`config.mk`:
```
export PLATFORM = sky130hd
export DESIGN_NAME = nmg_node
export DESIGN_NICKNAME = d
export VERILOG_FILES = /design/src/design/nmg_pkg.sv /design/src/design/nmg_tx_if.sv /design/src/design/nmg_node.sv /design/src/design/nmg_tx_framer.sv
export SDC_FILE = /design/constraint.sdc
export NUM_CORES = 1
export LEC_CHECK = 0
export BUFFER_PORTS_ARGS = -buffer_cell sky130_fd_sc_hd__buf_2
export CAP_MARGIN = 20
export CORE_ASPECT_RATIO = 0.8
export CORE_MARGIN = 2
export CORE_UTILIZATION = 52
export DETAILED_ROUTE_END_ITERATION = 10
export HOLD_SLACK_MARGIN = 0.05
export PLACE_DENSITY = 0.77
export RECOVER_POWER = 100
export SETUP_SLACK_MARGIN = 0.4
export SLEW_MARGIN = 10
export SYNTH_ARGS = -nofsm -noshare
export SYNTH_HDL_FRONTEND = slang
export SYNTH_SLANG_ARGS = --single-unit
```
`constraint.sdc`:
```
create_clock -name clk_in -period 8.75 [get_ports clk_in]
set_input_delay 1.75 -clock clk_in [delete_from_list [all_inputs] [get_ports clk_in]]
set_output_delay 1.75 -clock clk_in [all_outputs]
set_load 0.1 [all_outputs]
```
`src/design/nmg_pkg.sv`:
```
// ----------------
// How it works
// ----------------
// How it works
// - after reset enter initialization silently, then go to preoperational automatically
// - leaving initialization, send one boot-up frame, id 700h plus node, one zero byte
// - preoperational passes SDO, SYNC, EMCY and NMT; PDO traffic is blocked
// - operational passes every object class
// - stopped passes only NMT traffic, both directions
// - state commands use id 00h, byte 1 command code, byte 2 destination node
// - no reply is ever sent for a state command
// - code 1 operational, code 2 stopped, code 128 preoperational
// - code 129 full reset, code 130 communication reset, both repeat initialization
// - act on destination 0 or own node number, ignore all others
// - hold a 16-bit guard interval in milliseconds between master polls
// - error only after consecutive misses reach the 8-bit factor
// - a zero interval or zero factor disables guarding and its error
// - supervision timing starts only at the first poll received
// - poll answer carries one byte, state in bits 6..0: 4, 5 or 127
// - bit 7 of the answer inverts against the previous answer
// - guarding error forces preoperational and raises the comm loss alarm
// - guarding answers and supervision continue in stopped
// - re-enabling guarding after an error clears the alarm
// - nonzero guard intervals below 2 ms are not accepted
// - heartbeat and node guarding are never enabled together
package nmg_pkg;
    // ----------------
    // register map (byte addresses = 4 x index)
    // ----------------
    localparam logic [15:0] NMG_IDX_GUARD_INTERVAL = 16'h100C;
    localparam logic [15:0] NMG_IDX_MISS_FACTOR = 16'h100D;
    localparam logic [15:0] NMG_IDX_CONTROL = 16'h100E;
    localparam logic [15:0] NMG_IDX_STATUS = 16'h100F;
    localparam logic [15:0] NMG_RST_GUARD_INTERVAL = 16'h0000;
    localparam logic [7:0] NMG_RST_MISS_FACTOR = 8'h00;
    localparam int NMG_CTL_HB_EN_BIT = 0;
    localparam int NMG_STS_ALARM_BIT = 7;
    localparam int NMG_STS_GUARD_RUN_BIT = 8;
    localparam logic [15:0] NMG_MIN_GUARD_MS = 16'h0002;
    // ----------------
    // frame identifiers and codes
    // ----------------
    localparam logic [10:0] NMG_ID_NMT = 11'h000;
    localparam logic [10:0] NMG_ID_ERRCTL = 11'h700;
    localparam logic [7:0] NMG_CMD_START = 8'h01;
    localparam logic [7:0] NMG_CMD_STOP = 8'h02;
    localparam logic [7:0] NMG_CMD_PREOP = 8'h80;
    localparam logic [7:0] NMG_CMD_RESET_NODE = 8'h81;
    localparam logic [7:0] NMG_CMD_RESET_COMM = 8'h82;
    localparam logic [6:0] NMG_CODE_STOPPED = 7'h04;
    localparam logic [6:0] NMG_CODE_OPER = 7'h05;
    localparam logic [6:0] NMG_CODE_PREOP = 7'h7F;
    // ----------------
    // timing
    // ----------------
    localparam int NMG_CLK_HZ = 100_000_000;
    localparam int NMG_TICK_US = 1000;
    localparam int NMG_TICK_CYCLES = NMG_CLK_HZ / 1_000_000 * NMG_TICK_US;
    localparam int NMG_INIT_CYCLES = 16;

    typedef enum logic [1:0] {NMG_TX_NONE, NMG_TX_BOOT, NMG_TX_GUARD} nmg_tx_kind_t;
endpackage

```
`src/design/nmg_tx_if.sv`:
```
`timescale 1ns/1ps
interface nmg_tx_if;
    logic req;
    nmg_pkg::nmg_tx_kind_t kind;
    logic [7:0] data;
    logic busy;
    modport core (output req, output kind, output data, input busy);
    modport framer (input req, input kind, input data, output busy);
endinterface

```
`src/design/nmg_node.sv`:
```
// The Avalon-MM slave port is this design's own decision.
`timescale 1ns/1ps
module nmg_node
#(
    parameter int INIT_CYCLES = nmg_pkg::NMG_INIT_CYCLES,
    parameter int TICK_CYCLES = nmg_pkg::NMG_TICK_CYCLES
)
(
    input wire logic clk_in,
    input wire logic sys_rst_in,
    input wire logic clk_en_in,
    input wire logic [6:0] node_id_in,
    // received frame strobe from the CAN controller (same clock)
    input wire logic rx_valid_in,
    input wire logic [10:0] rx_id_in,
    input wire logic rx_rtr_in,
    input wire logic [3:0] rx_dlc_in,
    input wire logic [7:0] rx_byte0_in,
    input wire logic [7:0] rx_byte1_in,
    // frame toward the CAN controller
    output logic tx_valid_out,
    output logic [10:0] tx_id_out,
    output logic [3:0] tx_dlc_out,
    output logic [7:0] tx_data_out,
    input wire logic tx_ready_in,
    // object class gates
    output logic pdo_en_out,
    output logic sdo_en_out,
    output logic sync_en_out,
    output logic emcy_en_out,
    output logic nmt_en_out,
    output logic dev_reset_out,
    output logic comm_reset_out,
    output logic comm_loss_alarm_out,
    output logic [6:0] state_code_out,
    // avalon-mm slave
    input wire logic [15:0] avs_address_in,
    input wire logic avs_read_in,
    input wire logic avs_write_in,
    input wire logic [31:0] avs_writedata_in,
    input wire logic [3:0] avs_byteenable_in,
    output logic [31:0] avs_readdata_out,
    output logic avs_waitrequest_out
);
    typedef enum logic [2:0] {NMG_INIT, NMG_BOOT, NMG_PREOP, NMG_OPER, NMG_STOPPED} nmg_state_t;

    nmg_state_t state;
    logic [15:0] init_cnt;
    logic [15:0] guard_interval_ms;
    logic [7:0] miss_count_factor;
    logic hb_enable;
    logic avs_done;
    logic [31:0] tick_cnt;
    logic tick_1ms;
    logic guard_run;
    logic [15:0] ms_cnt;
    logic [7:0] miss_cnt;
    logic toggle;
    logic guard_err;
    logic guard_pend;
    logic cmd_hit;
    logic poll_hit;
    logic guard_cfg;
    logic wr_guard;
    logic [15:0] reg_idx;

    nmg_tx_if tx_if();

    nmg_tx_framer u_framer
    (
        .clk_in(clk_in),
        .sys_rst_in(sys_rst_in),
        .clk_en_in(clk_en_in),
        .node_id_in(node_id_in),
        .tx(tx_if.framer),
        .tx_valid_out(tx_valid_out),
        .tx_id_out(tx_id_out),
        .tx_dlc_out(tx_dlc_out),
        .tx_data_out(tx_data_out),
        .tx_ready_in(tx_ready_in)
    );

    // ----------------
    // frame decode
    // ----------------
    // commands are silently dropped while initializing
    assign cmd_hit = rx_valid_in && !rx_rtr_in && rx_id_in == nmg_pkg::NMG_ID_NMT
        && rx_dlc_in >= 4'h2 && state != NMG_INIT && state != NMG_BOOT
        && (rx_byte1_in == 8'h00 || rx_byte1_in == {1'b0, node_id_in});
    assign poll_hit = rx_valid_in && rx_rtr_in && rx_dlc_in == 4'h0
        && rx_id_in == (nmg_pkg::NMG_ID_ERRCTL | {4'h0, node_id_in})
        && (state == NMG_PREOP || state == NMG_OPER || state == NMG_STOPPED);
    assign guard_cfg = guard_interval_ms != 16'h0000 && miss_count_factor != 8'h00 && !hb_enable;

    // ----------------
    // node state machine
    // ----------------
    always_ff @(posedge clk_in)
    begin
        if (sys_rst_in)
        begin
            state <= NMG_INIT;
            init_cnt <= 16'h0000;
        end
        else if (clk_en_in)
        begin
            case (state)
                NMG_INIT:
                begin
                    if (init_cnt == 16'(INIT_CYCLES - 1))
                        state <= NMG_BOOT;
                    else
                        init_cnt <= init_cnt + 16'h0001;
                end
                NMG_BOOT:
                begin
                    if (!tx_if.busy)
                        state <= NMG_PREOP;
                end
                default:
                begin
                    if (guard_err)
                        state <= NMG_PREOP;
                    else if (cmd_hit)
                    begin
                        case (rx_byte0_in)
                            nmg_pkg::NMG_CMD_START: state <= NMG_OPER;
                            nmg_pkg::NMG_CMD_STOP: state <= NMG_STOPPED;
                            nmg_pkg::NMG_CMD_PREOP: state <= NMG_PREOP;
                            nmg_pkg::NMG_CMD_RESET_NODE, nmg_pkg::NMG_CMD_RESET_COMM:
                            begin
                                state <= NMG_INIT;
                                init_cnt <= 16'h0000;
                            end
                            default: state <= state;
                        endcase
                    end
                end
            endcase
        end
    end

    // one-cycle reset strobes to the rest of the device
    always_ff @(posedge clk_in)
    begin
        if (sys_rst_in)
        begin
            dev_reset_out <= 1'b0;
            comm_reset_out <= 1'b0;
        end
        else if (clk_en_in)
        begin
            dev_reset_out <= cmd_hit && !guard_err && rx_byte0_in == nmg_pkg::NMG_CMD_RESET_NODE;
            comm_reset_out <= cmd_hit && !guard_err && rx_byte0_in == nmg_pkg::NMG_CMD_RESET_COMM;
        end
    end

    // ----------------
    // class gates and state code
    // ----------------
    always_comb
    begin
        pdo_en_out = state == NMG_OPER;
        sdo_en_out = state == NMG_OPER || state == NMG_PREOP;
        sync_en_out = sdo_en_out;
        emcy_en_out = sdo_en_out;
        nmt_en_out = state == NMG_OPER || state == NMG_PREOP || state == NMG_STOPPED;
        case (state)
            NMG_OPER: state_code_out = nmg_pkg::NMG_CODE_OPER;
            NMG_STOPPED: state_code_out = nmg_pkg::NMG_CODE_STOPPED;
            default: state_code_out = nmg_pkg::NMG_CODE_PREOP;
        endcase
    end

    // ----------------
    // transmit requests: boot-up and poll answers only, never a command reply
    // ----------------
    // a poll arriving while the framer is full is dropped; the master sees a miss
    always_comb
    begin
        tx_if.req = 1'b0;
        tx_if.kind = nmg_pkg::NMG_TX_NONE;
        tx_if.data = {toggle, state_code_out};
        if (state == NMG_BOOT)
        begin
            tx_if.req = 1'b1;
            tx_if.kind = nmg_pkg::NMG_TX_BOOT;
        end
        else if (poll_hit)
        begin
            tx_if.req = 1'b1;
            tx_if.kind = nmg_pkg::NMG_TX_GUARD;
        end
    end

    always_ff @(posedge clk_in)
    begin
        if (sys_rst_in)
            toggle <= 1'b0;
        else if (clk_en_in)
        begin
            if (state == NMG_INIT)
                toggle <= 1'b0;
            else if (poll_hit && !tx_if.busy && state != NMG_BOOT)
                toggle <= ~toggle;
        end
    end

    // ----------------
    // 1 ms tick
    // ----------------
    always_ff @(posedge clk_in)
    begin
        if (sys_rst_in)
        begin
            tick_cnt <= 32'h0000_0000;
            tick_1ms <= 1'b0;
        end
        else if (clk_en_in)
        begin
            tick_1ms <= tick_cnt == 32'(TICK_CYCLES - 1);
            if (tick_cnt == 32'(TICK_CYCLES - 1))
                tick_cnt <= 32'h0000_0000;
            else
                tick_cnt <= tick_cnt + 32'h0000_0001;
        end
    end

    // ----------------
    // life guarding supervision
    // ----------------
    // the tick is free running, so the first interval can be up to 1 ms short
    always_ff @(posedge clk_in)
    begin
        if (sys_rst_in)
        begin
            guard_run <= 1'b0;
            ms_cnt <= 16'h0000;
            miss_cnt <= 8'h00;
            guard_pend <= 1'b0;
        end
        else if (clk_en_in)
        begin
            guard_pend <= 1'b0;
            if (!guard_cfg || state == NMG_INIT)
            begin
                guard_run <= 1'b0;
                ms_cnt <= 16'h0000;
                miss_cnt <= 8'h00;
            end
            else if (poll_hit)
            begin
                guard_run <= 1'b1;
                ms_cnt <= 16'h0000;
                miss_cnt <= 8'h00;
            end
            else if (guard_run && tick_1ms)
            begin
                if (ms_cnt == guard_interval_ms - 16'h0001)
                begin
                    ms_cnt <= 16'h0000;
                    if (miss_cnt == miss_count_factor - 8'h01)
                    begin
                        guard_pend <= 1'b1;
                        guard_run <= 1'b0;
                        miss_cnt <= 8'h00;
                    end
                    else
                        miss_cnt <= miss_cnt + 8'h01;
                end
                else
                    ms_cnt <= ms_cnt + 16'h0001;
            end
        end
    end

    assign guard_err = guard_pend && guard_cfg;

    always_ff @(posedge clk_in)
    begin
        if (sys_rst_in)
            comm_loss_alarm_out <= 1'b0;
        else if (clk_en_in)
        begin
            if (guard_err)
                comm_loss_alarm_out <= 1'b1;
            else if (wr_guard)
                comm_loss_alarm_out <= 1'b0;
        end
    end

    // ----------------
    // register bus
    // ----------------
    assign reg_idx = {2'b00, avs_address_in[15:2]};
    // a write that re-enables guarding: both values end up non-zero
    assign wr_guard = avs_write_in && !avs_done && !hb_enable
        && ((reg_idx == nmg_pkg::NMG_IDX_GUARD_INTERVAL && avs_writedata_in[15:0] >= nmg_pkg::NMG_MIN_GUARD_MS
             && miss_count_factor != 8'h00 && avs_byteenable_in[1:0] == 2'b11)
            || (reg_idx == nmg_pkg::NMG_IDX_MISS_FACTOR && avs_writedata_in[7:0] != 8'h00
             && guard_interval_ms != 16'h0000 && avs_byteenable_in[0]));
    // one wait cycle per access, answer on the second edge
    assign avs_waitrequest_out = (avs_read_in || avs_write_in) && !avs_done;

    always_ff @(posedge clk_in)
    begin
        if (sys_rst_in)
            avs_done <= 1'b0;
        else if (clk_en_in)
            avs_done <= (avs_read_in || avs_write_in) && !avs_done;
    end

    always_ff @(posedge clk_in)
    begin
        if (sys_rst_in || (clk_en_in && state == NMG_INIT))
        begin
            guard_interval_ms <= nmg_pkg::NMG_RST_GUARD_INTERVAL;
            miss_count_factor <= nmg_pkg::NMG_RST_MISS_FACTOR;
            hb_enable <= 1'b0;
        end
        else if (clk_en_in && avs_write_in && !avs_done)
        begin
            case (reg_idx)
                nmg_pkg::NMG_IDX_GUARD_INTERVAL:
                begin
                    // zero disables; values 1 ms are refused
                    if (avs_byteenable_in[1:0] == 2'b11 && (avs_writedata_in[15:0] == 16'h0000
                        || avs_writedata_in[15:0] >= nmg_pkg::NMG_MIN_GUARD_MS))
                        guard_interval_ms <= avs_writedata_in[15:0];
                end
                nmg_pkg::NMG_IDX_MISS_FACTOR:
                begin
                    if (avs_byteenable_in[0])
                        miss_count_factor <= avs_writedata_in[7:0];
                end
                nmg_pkg::NMG_IDX_CONTROL:
                begin
                    // heartbeat can only be switched on while guarding is off
                    if (avs_byteenable_in[0])
                        hb_enable <= avs_writedata_in[nmg_pkg::NMG_CTL_HB_EN_BIT]
                            && (guard_interval_ms == 16'h0000 || miss_count_factor == 8'h00);
                end
                default: hb_enable <= hb_enable;
            endcase
        end
    end

    always_ff @(posedge clk_in)
    begin
        if (sys_rst_in)
            avs_readdata_out <= 32'h0000_0000;
        else if (clk_en_in && avs_read_in && !avs_done)
        begin
            case (reg_idx)
                nmg_pkg::NMG_IDX_GUARD_INTERVAL: avs_readdata_out <= {16'h0000, guard_interval_ms};
                nmg_pkg::NMG_IDX_MISS_FACTOR: avs_readdata_out <= {24'h00_0000, miss_count_factor};
                nmg_pkg::NMG_IDX_CONTROL: avs_readdata_out <= {31'h0000_0000, hb_enable};
                nmg_pkg::NMG_IDX_STATUS: avs_readdata_out <= {23'h00_0000, guard_run, comm_loss_alarm_out,
                    state_code_out};
                default: avs_readdata_out <= 32'h0000_0000;
            endcase
        end
    end
endmodule // nmg_node

```
`src/design/nmg_tx_framer.sv`:
```
`timescale 1ns/1ps
module nmg_tx_framer
(
    input wire logic clk_in,
    input wire logic sys_rst_in,
    input wire logic clk_en_in,
    input wire logic [6:0] node_id_in,
    nmg_tx_if.framer tx,
    output logic tx_valid_out,
    output logic [10:0] tx_id_out,
    output logic [3:0] tx_dlc_out,
    output logic [7:0] tx_data_out,
    input wire logic tx_ready_in
);
    // ----------------
    // single frame holding register toward the controller
    // ----------------
    always_ff @(posedge clk_in)
    begin
        if (sys_rst_in)
        begin
            tx_valid_out <= 1'b0;
            tx_id_out <= 11'h000;
            tx_dlc_out <= 4'h0;
            tx_data_out <= 8'h00;
        end
        else if (clk_en_in)
        begin
            if (tx_valid_out && tx_ready_in)
                tx_valid_out <= 1'b0;
            else if (tx.req && !tx_valid_out && tx.kind != nmg_pkg::NMG_TX_NONE)
            begin
                tx_valid_out <= 1'b1;
                tx_id_out <= nmg_pkg::NMG_ID_ERRCTL | {4'h0, node_id_in};
                tx_dlc_out <= 4'h1;
                tx_data_out <= (tx.kind == nmg_pkg::NMG_TX_BOOT) ? 8'h00 : tx.data;
            end
        end
    end

    assign tx.busy = tx_valid_out;
endmodule // nmg_tx_framer

```
==> results of run 1 <==
==> power by group <==
group	internal, uW	switching (uW)	leakage (uW)
combinational	26.3	85.4	0.00163
sequential	626	1.77	0.00110
clock	449	285	0.000295
==> cell families (layout without fill, tap and decap cells) <==
group / count (synthesis) / after routing
buf+inv: 105 / 189
flops: 137 / 137
other cells: 2 / 21
compound gates: 112 / 112
mux: 47 / 47
fa+ha+maj: 7 / 7
xor+xnor: 100 / 100
simple gates: 428 / 428
==> critical path, cell delays in order <==
cell      delay (ns)
clkbuf_1        1.24
and4_1          0.48
nand2_1         0.09
nor3_1          0.29
or2_0           1.28
nor2_1          0.15
==> cell type report <==
cell class | count | share of cell area (%)
repair buffers | 135 | 7.04
multi-input cells | 715 | 51.4
well taps | 184 | 2.62
flip-flops and latches | 137 | 31.2
clock inverters | 14 | 1.93
clock buffers | 18 | 4.88
inverters | 22 | 0.939
==> state kept, by name (all words and copies together) (netlist names) <==
name                  flops
avs_done                  1
avs_readdata_out         16
comm_loss_alarm_out       1
comm_reset_out            1
dev_reset_out             1
guard_interval_ms        16
guard_pend                1
guard_run                 1
hb_enable                 1
init_cnt                 16
miss_cnt                  8
miss_count_factor         8
ms_cnt                   16
state                     3
tick_1ms                  1
tick_cnt                 32
toggle                    1
u_framer.tx.busy          1
u_framer.tx_data_out      4
u_framer.tx_id_out        8
==> worst max-delay path by stage <==
stage                           start  depth (start not counted)  slack, ns                  end
after floorplan              state[1]                          4       2.98    state_code_out[3]
after global placement      clk_en_in                          6       4.28  avs_readdata_out[9]
after detailed placement    clk_en_in                          8       4.26         tick_cnt[31]
after CTS                 avs_read_in                          4       4.54  avs_waitrequest_out
after global routing        clk_en_in                          6       3.31          tick_cnt[0]
final                       clk_en_in                          6       3.69          tick_cnt[0]
==> synth_stat cells, types with 4 or more instances <==
cell type	number
o21ai_0	18
buf_1	4
ha_1	7
nand2_1	51
and3_1	19
inv_1	21
nor4_1	31
nor3_1	54
and2_1	6
a22oi_1	20
nand3_1	40
o211ai_1	4
or2_2	4
a21oi_1	20
buf_4	34
and4_1	6
nor2b_1	8
o31ai_1	4
nor4b_1	12
mux2i_1	46
nor2_1	135
or4_1	8
dfxtp_1	137
xor2_1	27
clkbuf_1	41
xnor2_1	73
nand4_1	23
nor3b_1	11
or3_1	5
a41oi_1	5
==> metal layers <==
| metal | routed length, um | GRT usage [%] | up-vias |
|---|---|---|---|
| met5 | 0 | 0 | - |
| met4 | 240 | 7.07 | 0 |
| met3 | 1400 | 6.43 | 22 |
| met2 | 8680 | 37.6 | 252 |
| met1 | 9500 | 36.0 | 3393 |
| li1 | - | - | 3491 |
==> cells in the final DEF (no fill, tap or decap), types with 4 or more instances in the layout <==
| master | instances |
|---|---|
| nor4b_1 | 12 |
| a21oi_1 | 20 |
| nand4_1 | 23 |
| nand2_1 | 51 |
| a22oi_1 | 20 |
| mux2i_1 | 46 |
| nand3_1 | 40 |
| xnor2_1 | 73 |
| or3_1 | 5 |
| conb_1 | 21 |
| nor2_1 | 135 |
| clkbuf_1 | 58 |
| o31ai_1 | 7 |
| nor3b_1 | 11 |
| dfxtp_1 | 137 |
| or4_1 | 8 |
| buf_2 | 75 |
| o21ai_0 | 18 |
| clkbuf_16 | 17 |
| clkinv_2 | 4 |
| nor2b_1 | 8 |
| and2_1 | 6 |
| and3_1 | 19 |
| a41oi_1 | 5 |
| o211ai_1 | 4 |
| ha_1 | 7 |
| inv_1 | 21 |
| nor4_1 | 32 |
| nor3_1 | 55 |
| and4_1 | 6 |
| xor2_1 | 27 |
==> stage by stage <==
step                      hold WS [ns]  cells
after detailed placement         0.474   1192
after global routing             0.516   1225
after global placement           0.466   1191
final                            0.493   1225
after CTS                        0.490   1224
after floorplan                  0.453    957
==> flow_summary.rst, run 1 <==
.. list-table::
   :header-rows: 1

   * - Metric
     - Value
   * - Number of vias per cell
     - between 5 and 6
   * - Post-synth top area share
     - 35.3%
   * - Cell type contributing the most total cell area after synthesis
     - dfxtp_1
   * - Chip width
     - 141 um
   * - Failing checks
     - max-capacitance violations, max-slew violations
   * - Critical register-to-register path startpoint
     - guard_interval_ms[0]
   * - Crit share post-route
     - between 50% and 60%
   * - Avg Cell Area, Syn
     - 8.28 sq um
   * - Routed via count
     - a little over 7000
   * - Placer congestion estimate
     - just over 0.9
   * - Number of enable flip-flop cells after synthesis
     - 0
   * - Cells after synthesis
     - 938
   * - Setup-violating endpoint count in the final report
     - 0
   * - Ports placed on the boundary
     - 170
   * - Die Y-Extent
     - 113 um
   * - Crit path launch type
     - primary input
   * - Area used by sequential logic in the layout
     - 2740 sq um
   * - Multi-input gate area
     - between 4000 and 5000 sq um
   * - Leakage
     - 0.00302 uW
   * - Prevailing post-synth register cell
     - dfxtp_1
   * - Cts-stage hold buffer count
     - 0
   * - Wire length reported by the detailed router
     - 19800 um
   * - Flop2flop setup slack
     - 4.02 ns
   * - Part of the Yosys area used for sequential elements
     - 35.3%
   * - Pre-CTS setup slack
     - 4.26 ns
   * - Min-Delay Endpoint
     - u_framer.tx_id_out[1]
   * - Critical Setup Path Class
     - primary input to register
   * - Result of the run
     - complete, but fails checks
   * - Number of nets in the layout
     - 1133
   * - Total CTS buffers
     - 17
   * - Number of detailed-route iterations in the first pass
     - 6
   * - Count of distinct cell types in the synthesized netlist
     - 68
   * - Post-synthesis mux area share
     - 6.22%
   * - CTS Buffer Depth
     - 2
   * - Cell area reported after detailed placement
     - approximately 8300 sq um
   * - Count of yosys warnings during synthesis
     - 0
   * - Global-route wire length before repair
     - between 30000 and 40000 um
   * - Setup bufs post-CTS
     - 0
   * - Fraction of layout cells with a size suffix above 1
     - 11.4%
   * - Maximum fanout encountered on the critical timing path
     - 36
   * - Core Region
     - 14400 sq um
   * - Count of buffers inserted at the top-level ports
     - 128
   * - Xor and xnor area share after synthesis
     - 11.3%
   * - Number of cells traversed by the worst register-to-register path
     - 9
   * - Path class of the lowest-slack min-delay path
     - register to register
   * - Resize count post-CTS
     - 0
   * - Worst IR drop on VDD
     - 140 uV
   * - Post-synthesis cell area
     - 7760 sq um
   * - Diodes inserted
     - 0
   * - Kind of capture point of the worst setup path
     - register
   * - Reg-to-reg critical path endpoint
     - miss_cnt[6]
   * - Clock Skew
     - 0.00686 ns
   * - Fraction of the mapped netlist area in compound gates
     - between 10% and 20%
   * - Fraction of the mapped netlist area in simple logic gates
     - approximately 29%
   * - Final sum of negative setup slack
     - 0 ns
   * - Starting density of the core
     - 53.8%
   * - Pin count of the biggest net entering global routing
     - 78
   * - Number of design rule violations left after detail routing
     - 0
   * - Fmax
     - 197 MHz
   * - Startpoint of the worst hold path
     - u_framer.tx_id_out[1]
   * - Setup WS post-layout
     - 3.69 ns
   * - Final slew viol count
     - 80
   * - Post-CTS clock slew at the launch and capture registers of the worst setup and hold paths
     - 0.06 ns
   * - Total number of placement rows
     - 39
   * - Clock tree from TritonCTS
     - done
   * - FFs w/ async S/R, synth
     - 0%
   * - Initial antenna violation count
     - 0
   * - Maximum level of the CTS H-tree
     - 4
   * - Remaining antenna violation count after routing
     - 0
   * - Total congestion overflow after global routing
     - 0
   * - Core Util, Final
     - 60.9%
   * - Clock insertion delay at the later pin of the skew report
     - roughly 0.43 ns
   * - Global-route usage over all layers
     - 25.2%
   * - FF+latch count, synth
     - 137
   * - Largest cells by area after synthesis
     - dfxtp_1, xnor2_1, nor2_1
   * - Hold path cells
     - 2
   * - Routed wirelength normalized by instance count
     - 16.2 um
   * - Pwr per Cell Area
     - 167 nW/um^2
   * - Post-route cell area
     - 8800 sq um
   * - Area growth, synth to finish
     - 13.3%
   * - Clk sinks
     - 137
   * - Data arrival time of the critical path
     - 5.30 ns
   * - Dpl hpwl
     - 14200 um
   * - Measured slew at the worst slew-check pin
     - 1.79 ns
   * - Number of endpoints with negative hold slack in the final report
     - 0
   * - Minimum clock period after layout
     - 5.06 ns
   * - Total power
     - 1470 uW
   * - Main combinational cell family by area after synthesis
     - simple AND/OR/NAND/NOR gates
   * - Floorplan die area
     - roughly 16000 sq um
   * - Crit path required time
     - 8.99 ns
   * - Unrepaired setup endpoints after global routing
     - no
   * - Fill cell total of the finished layout
     - 1324
   * - Vias in the first global route
     - 6609
   * - CTS root buffer
     - clkbuf_16
   * - Number of violations of the max-capacitance limit
     - 3
   * - Fraction of the mapped netlist area in adder cells
     - 1.13%
   * - DRC violation total after the first TritonRoute iteration
     - 644
   * - Slew HR
     - -20.4%
Note: power is estimated with default switching activity, not from simulation.
==> run 2, diff against run 1 <==
--- a/config.mk
+++ b/config.mk
@@ -9,7 +9,7 @@
 export CAP_MARGIN = 20
 export CORE_ASPECT_RATIO = 0.8
 export CORE_MARGIN = 2
-export CORE_UTILIZATION = 52
+export CORE_UTILIZATION = 50
 export DETAILED_ROUTE_END_ITERATION = 10
 export HOLD_SLACK_MARGIN = 0.05
 export PLACE_DENSITY = 0.77
==> constraint.sdc (replaced) <==
create_clock -name clk_in -period 4.4 [get_ports clk_in]
set_input_delay 0.88 -clock clk_in [delete_from_list [all_inputs] [get_ports clk_in]]
set_output_delay 0.88 -clock clk_in [all_outputs]
set_load 0.1 [all_outputs]
==> run 2 against run 1 <==
Against the previous run:
- the run now ends clean
- clock power rose by 91%
- critical path type is now register to register
- die area rose by 3.9%
- global-route usage fell by 1.7 points
- critical path depth rose by 4
- clock skew rose by 0.0077 ns
- first-iteration DRC count fell by 4.7%
- power rose by 95%
- hold slack got worse by 0.0024 ns
- non-clock buffer count rose by 5
- setup slack got worse by 3.1 ns
- sequential power rose by 99%
- combinational power rose by 99%
==> flow_summary.rst, run 2 (same netlist as run 1, synthesis figures left out) <==
.. list-table::
   :header-rows: 1

   * - Metric
     - Value
   * - Starting density of the core
     - approximately half
   * - Clock tree from TritonCTS
     - done
   * - Min-Delay Endpoint
     - u_framer.tx_id_out[6]
   * - Fmax
     - 262 MHz
   * - Count of buffers inserted at the top-level ports
     - 128
   * - Resize count post-CTS
     - 0
   * - Pwr per Cell Area
     - between 300 and 400 nW/um^2
   * - Clk sinks
     - around 140
   * - Diodes inserted
     - 0
   * - Result of the run
     - completed
   * - Unrepaired setup endpoints after global routing
     - no
   * - Data arrival time of the critical path
     - between 4 and 5 ns
   * - Ports placed on the boundary
     - 170
   * - Worst IR drop on VDD
     - 290 uV
   * - Routed length on met2
     - approximately 8600 um
   * - Initial antenna violation count
     - 0
   * - Cts-stage hold buffer count
     - 0
   * - Flip-flop count of the largest register after layout
     - 32
   * - Number of violations of the max-capacitance limit
     - 0
   * - Leakage
     - between 0.003 and 0.004 uW
   * - Minimum clock period after layout
     - 3.82 ns
   * - Critical Setup Path Class
     - register to register
   * - Critical register-to-register path startpoint
     - guard_interval_ms[0]
   * - Startpoint of the worst hold path
     - u_framer.tx_id_out[6]
   * - Number of detailed-route iterations in the first pass
     - 6
   * - Wire length reported by the detailed router
     - about 19000 um
   * - Length of routed wiring on met1
     - 9380 um
   * - Measured slew at the worst slew-check pin
     - 1.20 ns
   * - CTS root buffer
     - clkbuf_16
   * - Floorplan die area
     - 16500 sq um
   * - Crit path launch type
     - register
   * - Top metal layer carrying routed signals
     - met4
   * - Most frequent cells in the layout
     - dfxtp_1, nor2_1, buf_2
   * - Final sum of negative setup slack
     - 0 ns
   * - Slew HR
     - approximately 20%
   * - Clock insertion delay at the later pin of the skew report
     - 0.42 ns
   * - Number of endpoints with negative hold slack in the final report
     - 0
   * - Most common cell after layout, fill and taps aside
     - dfxtp_1
   * - Number of cells traversed by the worst register-to-register path
     - 10
   * - Final slew viol count
     - 0
   * - Chip width
     - 143 um
   * - Dpl hpwl
     - 14000 um
   * - Core Region
     - 15100 sq um
   * - DRC violation total after the first TritonRoute iteration
     - 614
   * - Crit path required time
     - between 4 and 5 ns
   * - Flop2flop setup slack
     - 0.58 ns
   * - Hold path cells
     - 2
   * - Global-route wire length before repair
     - 31600 um
   * - Remaining antenna violation count after routing
     - 0
   * - Total number of placement rows
     - 40
   * - Area growth, synth to finish
     - 14.2%
   * - Fraction of layout cells with a size suffix above 1
     - 11.9%
   * - Setup WS post-layout
     - ~0.58 ns
   * - Crit share post-route
     - 86.9%
   * - Total congestion overflow after global routing
     - 0
   * - Die Y-Extent
     - 115 um
   * - Total CTS buffers
     - 17
   * - Most flops, register
     - tick_cnt
   * - Clock Skew
     - 0.0146 ns
   * - Reg-to-reg critical path endpoint
     - miss_cnt[4]
   * - Vias in the first global route
     - 6558
   * - Setup-violating endpoint count in the final report
     - 0
   * - Routed wirelength normalized by instance count
     - ~15 um
   * - CTS Buffer Depth
     - 2
   * - Number of design rule violations left after detail routing
     - 0
   * - Path class of the lowest-slack min-delay path
     - register to register
   * - Number of vias per cell
     - 5.70
   * - Pin count of the biggest net entering global routing
     - 76
   * - Met3 layer wire length in the routed design
     - 1160 um
   * - Global-route usage over all layers
     - 23.5%
   * - Placer congestion estimate
     - 0.859
   * - Pre-CTS setup slack
     - approximately 0.88 ns
   * - Number of nets in the layout
     - roughly 1100
   * - Routed via count
     - 7150
   * - Maximum fanout encountered on the critical timing path
     - 9
   * - Setup bufs post-CTS
     - 0
   * - Kind of capture point of the worst setup path
     - register
   * - Post-CTS clock slew at the launch and capture registers of the worst setup and hold paths
     - about 0.050 ns
   * - Maximum level of the CTS H-tree
     - 4
==> run 2: cell count changes in the layout (fill, tap and decap cells not counted), moves of 2 or more <==
cell,change
clkinv_2,-2
clkinvlp_4,+2
clkbuf_1,+6
inv_6,-3
o31ai_2,+2
clkbuf_8,+3
o31ai_1,-2
clkinv_4,-3
==> run 2: how the worst max path moves through the flow <==
| stage | to | cells after the start | start | slack, ns |
|---|---|---|---|---|
| floorplan | state_code_out[3] | 4 | state[1] | 0.79 |
| global placement | init_cnt[7] | 7 | rx_id_in[3] | 0.95 |
| detailed placement | init_cnt[7] | 7 | rx_id_in[3] | 0.88 |
| CTS | ms_cnt[1] | 9 | guard_interval_ms[0] | 0.92 |
| global route | ms_cnt[6] | 10 | guard_interval_ms[0] | 0.35 |
| finish | miss_cnt[4] | 10 | guard_interval_ms[0] | 0.58 |
==> run 2: area by class of cell <==
class,instances,area (sq um)
clock buffers,24,482
clock inverters,7,92.6
fillers,1391,6250
inverters,22,82.6
multi-input cells,715,4560
flip-flops and latches,137,2740
well taps,210,263
repair buffers,140,646
==> run 2: where the power goes <==
| part | internal (uW) | switching (uW) | total, uW |
|---|---|---|---|
| clock | 874 | 523 | 1400 |
| combinational | 52.6 | 170 | 223 |
| sequential | 1250 | 3.53 | 1250 |
| total | 2170 | 697 | 2870 |
==> run 2: metal layers <==
metal / GRT usage [%] / up-vias
li1: - / 3499
met2: 35.3 / 232
met5: 0 / -
met4: 6.54 / 0
met1: 33.7 / 3389
met3: 5.66 / 30
==> run 2: worst max-delay path: stages (launching register included) <==
cell and delay [ns]:
dfxtp_1 0.39, inv_1 0.11, ha_1 0.24, or3b_1 0.49, or4_1 0.56, a222oi_1 0.49, nand2_1 0.16, nor4_4 0.27
clkbuf_1 0.43, nand4_4 0.26, o31ai_1 0.32
==> run 2: per-stage QoR <==
| step | cell area (sq um) | utilization (%) | power [uW] | hold slack (ns) | std cells |
|---|---|---|---|---|---|
| floorplan | 7850 | - | 1450 | 0.453 | 957 |
| global placement | 8380 | 55.4 | 1490 | 0.467 | 1222 |
| detailed placement | 8380 | 55.4 | 1500 | 0.478 | 1222 |
| CTS | 8950 | 59.2 | 2880 | 0.491 | 1253 |
| global route | 8870 | 58.7 | 2960 | 0.519 | 1255 |
| finish | 8870 | 58.7 | 2870 | 0.491 | 1255 |
==> run 3, diff against run 2 <==
--- a/config.mk
+++ b/config.mk
@@ -9,10 +9,11 @@
 export CAP_MARGIN = 20
 export CORE_ASPECT_RATIO = 0.8
 export CORE_MARGIN = 2
-export CORE_UTILIZATION = 50
+export CORE_UTILIZATION = 51
+export CTS_BUF_LIST = sky130_fd_sc_hd__clkbuf_8
 export DETAILED_ROUTE_END_ITERATION = 10
 export HOLD_SLACK_MARGIN = 0.05
-export PLACE_DENSITY = 0.77
+export PLACE_DENSITY = 0.79
 export RECOVER_POWER = 100
 export SETUP_SLACK_MARGIN = 0.4
 export SLEW_MARGIN = 10
==> run 3 against run 2 <==
Against the previous run:
- critical endpoint is now miss_cnt[6]
- global-route usage shrank 0.090 points
- die area fell by 1.9%
- largest cell class unchanged
- the run now ends with max-capacitance violations, max-slew violations left
- non-clock buffer count is 4 lower
==> flow_summary.rst, run 3 (same netlist as run 1, synthesis figures left out) <==
.. list-table::
   :header-rows: 1

   * - Metric
     - Value
   * - Result of the run
     - complete, but fails checks
   * - Failing checks
     - max-capacitance violations, max-slew violations
   * - Biggest cell delay along the critical path
     - 0.59 ns
   * - Dpl cells
     - 1198
   * - Number of detailed-route iterations in the first pass
     - 5
   * - Most common cell after layout, fill and taps aside
     - dfxtp_1
   * - Final slew viol count
     - 81
   * - Diodes inserted
     - 0
   * - Crit path required time
     - 4.63 ns
   * - Routed via count
     - 6986
   * - Slew HR
     - -55.2%
   * - DRC violation total after the first TritonRoute iteration
     - 484
   * - Measured slew at the worst slew-check pin
     - 2.33 ns
   * - Post-CTS clock slew at the launch and capture registers of the worst setup and hold paths
     - 0.08 ns
   * - CTS Buffer Depth
     - 2
   * - Maximum level of the CTS H-tree
     - 4
   * - Most flops, register
     - tick_cnt
   * - Floorplan die area
     - 16200 sq um
   * - Worst slack on hold paths
     - between 0.4 and 0.5 ns
   * - Most frequent cells in the layout
     - dfxtp_1, nor2_1, buf_2
   * - Vias in the first global route
     - 6315
   * - Total CTS buffers
     - 17
   * - Path class of the lowest-slack min-delay path
     - register to register
   * - Core Region
     - roughly 15000 sq um
   * - Die Y-Extent
     - 114 um
   * - Global-route wire length before repair
     - 31100 um
   * - Fmax
     - 257 MHz
   * - Area growth, synth to finish
     - 11.2%
   * - Crit path launch type
     - register
   * - Setup-violating endpoint count in the final report
     - 0
   * - Final std cells w/o fill
     - 1231
   * - Remaining antenna violation count after routing
     - 0
   * - Fraction of layout cells with a size suffix above 1
     - 12.4%
   * - Resize count post-CTS
     - 0
   * - Number of violations of the max-capacitance limit
     - 2
   * - Leakage
     - 0.00295 uW
   * - Unrepaired setup endpoints after global routing
     - no
   * - Kind of capture point of the worst setup path
     - register
   * - Flip-flop count of the largest register after layout
     - 32
   * - Setup bufs post-CTS
     - 0
   * - Core Util, Final
     - between 50% and 60%
   * - Routed wirelength normalized by instance count
     - 15.3 um
   * - Clk sinks
     - between 100 and 150
   * - Initial antenna violation count
     - 0
   * - Clock tree from TritonCTS
     - done
   * - Crit share post-route
     - 88.4%
   * - Cts-stage hold buffer count
     - 0
   * - Dpl hpwl
     - 13900 um
   * - Maximum fanout encountered on the critical timing path
     - 15
   * - Number of vias per cell
     - 5.68
   * - Global-route usage over all layers
     - 23.4%
   * - Chip width
     - 142 um
   * - Clock insertion delay at the later pin of the skew report
     - 0.44 ns
   * - Wire length reported by the detailed router
     - 18900 um
   * - Starting density of the core
     - 51.9%
   * - Count of buffers inserted at the top-level ports
     - 128
   * - Total power
     - 2470 uW
   * - Cell Chain, Critical Path
     - inv_1, ha_1, or3b_1, or4_1, a222oi_1, nand2_1, nor4_4, o21a_1, o32ai_1
   * - Placer congestion estimate
     - between 0.8 and 0.9
   * - Ports placed on the boundary
     - 170
   * - Fill cell total of the finished layout
     - ~1400
   * - CTS root buffer
     - clkbuf_8
   * - Final sum of negative setup slack
     - 0 ns
   * - Total number of placement rows
     - 40
   * - Number of nets in the layout
     - ~1100
   * - Worst IR drop on VDD
     - 196 uV
   * - CP max stage cell
     - nor4_4
   * - Total congestion overflow after global routing
     - 0
   * - Pwr per Cell Area
     - ~290 nW/um^2
   * - Pin count of the biggest net entering global routing
     - 48
   * - Clock Skew
     - 0.0146 ns
   * - Number of endpoints with negative hold slack in the final report
     - 0
   * - Data arrival time of the critical path
     - 4.12 ns
   * - Critical Setup Path Class
     - register to register
   * - Minimum clock period after layout
     - slightly below 4 ns
   * - Number of design rule violations left after detail routing
     - 0
==> run 3: cell count changes in the layout (fill, tap and decap cells not counted), moves of 2 or more <==
cell,before,now
clkinvlp_4,3,5
clkbuf_8,3,19
inv_6,0,4
buf_4,3,6
clkbuf_1,64,55
nor3_1,55,53
nor3_2,0,2
clkbuf_16,17,0
==> run 3: report_power, final <==
group	total, uW	switching [uW]	internal (uW)
Combinational	223	170	53.0
Clock	1000	519	481
Sequential	1250	3.67	1240
==> run 3: worst paths after layout <==
check | startpoint | end | slack [ns] | depth (start not counted)
max reg2reg | guard_interval_ms[0] | miss_cnt[6] | 0.51 | 9
max | guard_interval_ms[0] | miss_cnt[6] | 0.51 | 9
min | u_framer.tx_data_out[2] | u_framer.tx_data_out[2] | 0.50 | 2
min reg2reg | u_framer.tx_data_out[2] | u_framer.tx_data_out[2] | 0.50 | 2
==> run 3: area by class of cell <==
type                            instances  area [sq um]  share of cell area [%]
Clock buffer                           19           262                    3.03
Sequential cell                       137          2740                    31.8
Multi-Input combinational cell        715          4560                    52.8
Inverter                               22          82.6                   0.956
Clock inverter                         13           120                    1.39
Tap cell                              189           236                    2.74
Timing Repair Buffer                  136           637                    7.37
==> run 3: routing by layer <==
| metal | part of all wire [%] | up-vias | GRT usage (%) | routed length, um |
|---|---|---|---|---|
| met5 | 0 | - | 0 | 0 |
| li1 | - | 3488 | - | - |
| met3 | 5.3 | 17 | 4.52 | 997 |
| met2 | 44 | 192 | 35.4 | 8250 |
| met1 | 50 | 3289 | 34.3 | 9460 |
| met4 | 0.87 | 0 | 5.47 | 165 |
==> run 3: critical path, delay by kind of cell, from the launching register on <==
family | cells | cell delay (ns)
compound gates | 3 | 1.13
fa+ha+maj | 1 | 0.24
buf+inv | 1 | 0.13
flops | 1 | 0.40
simple gates | 4 | 1.78
==> run 3: per-stage QoR <==
step | setup slack, ns | cell area [sq um]
after floorplan | 0.792 | 7850
after global placement | 0.783 | 8330
after detailed placement | 0.710 | 8330
after CTS | 0.684 | 8710
after global routing | 0.241 | 8640
final | 0.509 | 8640
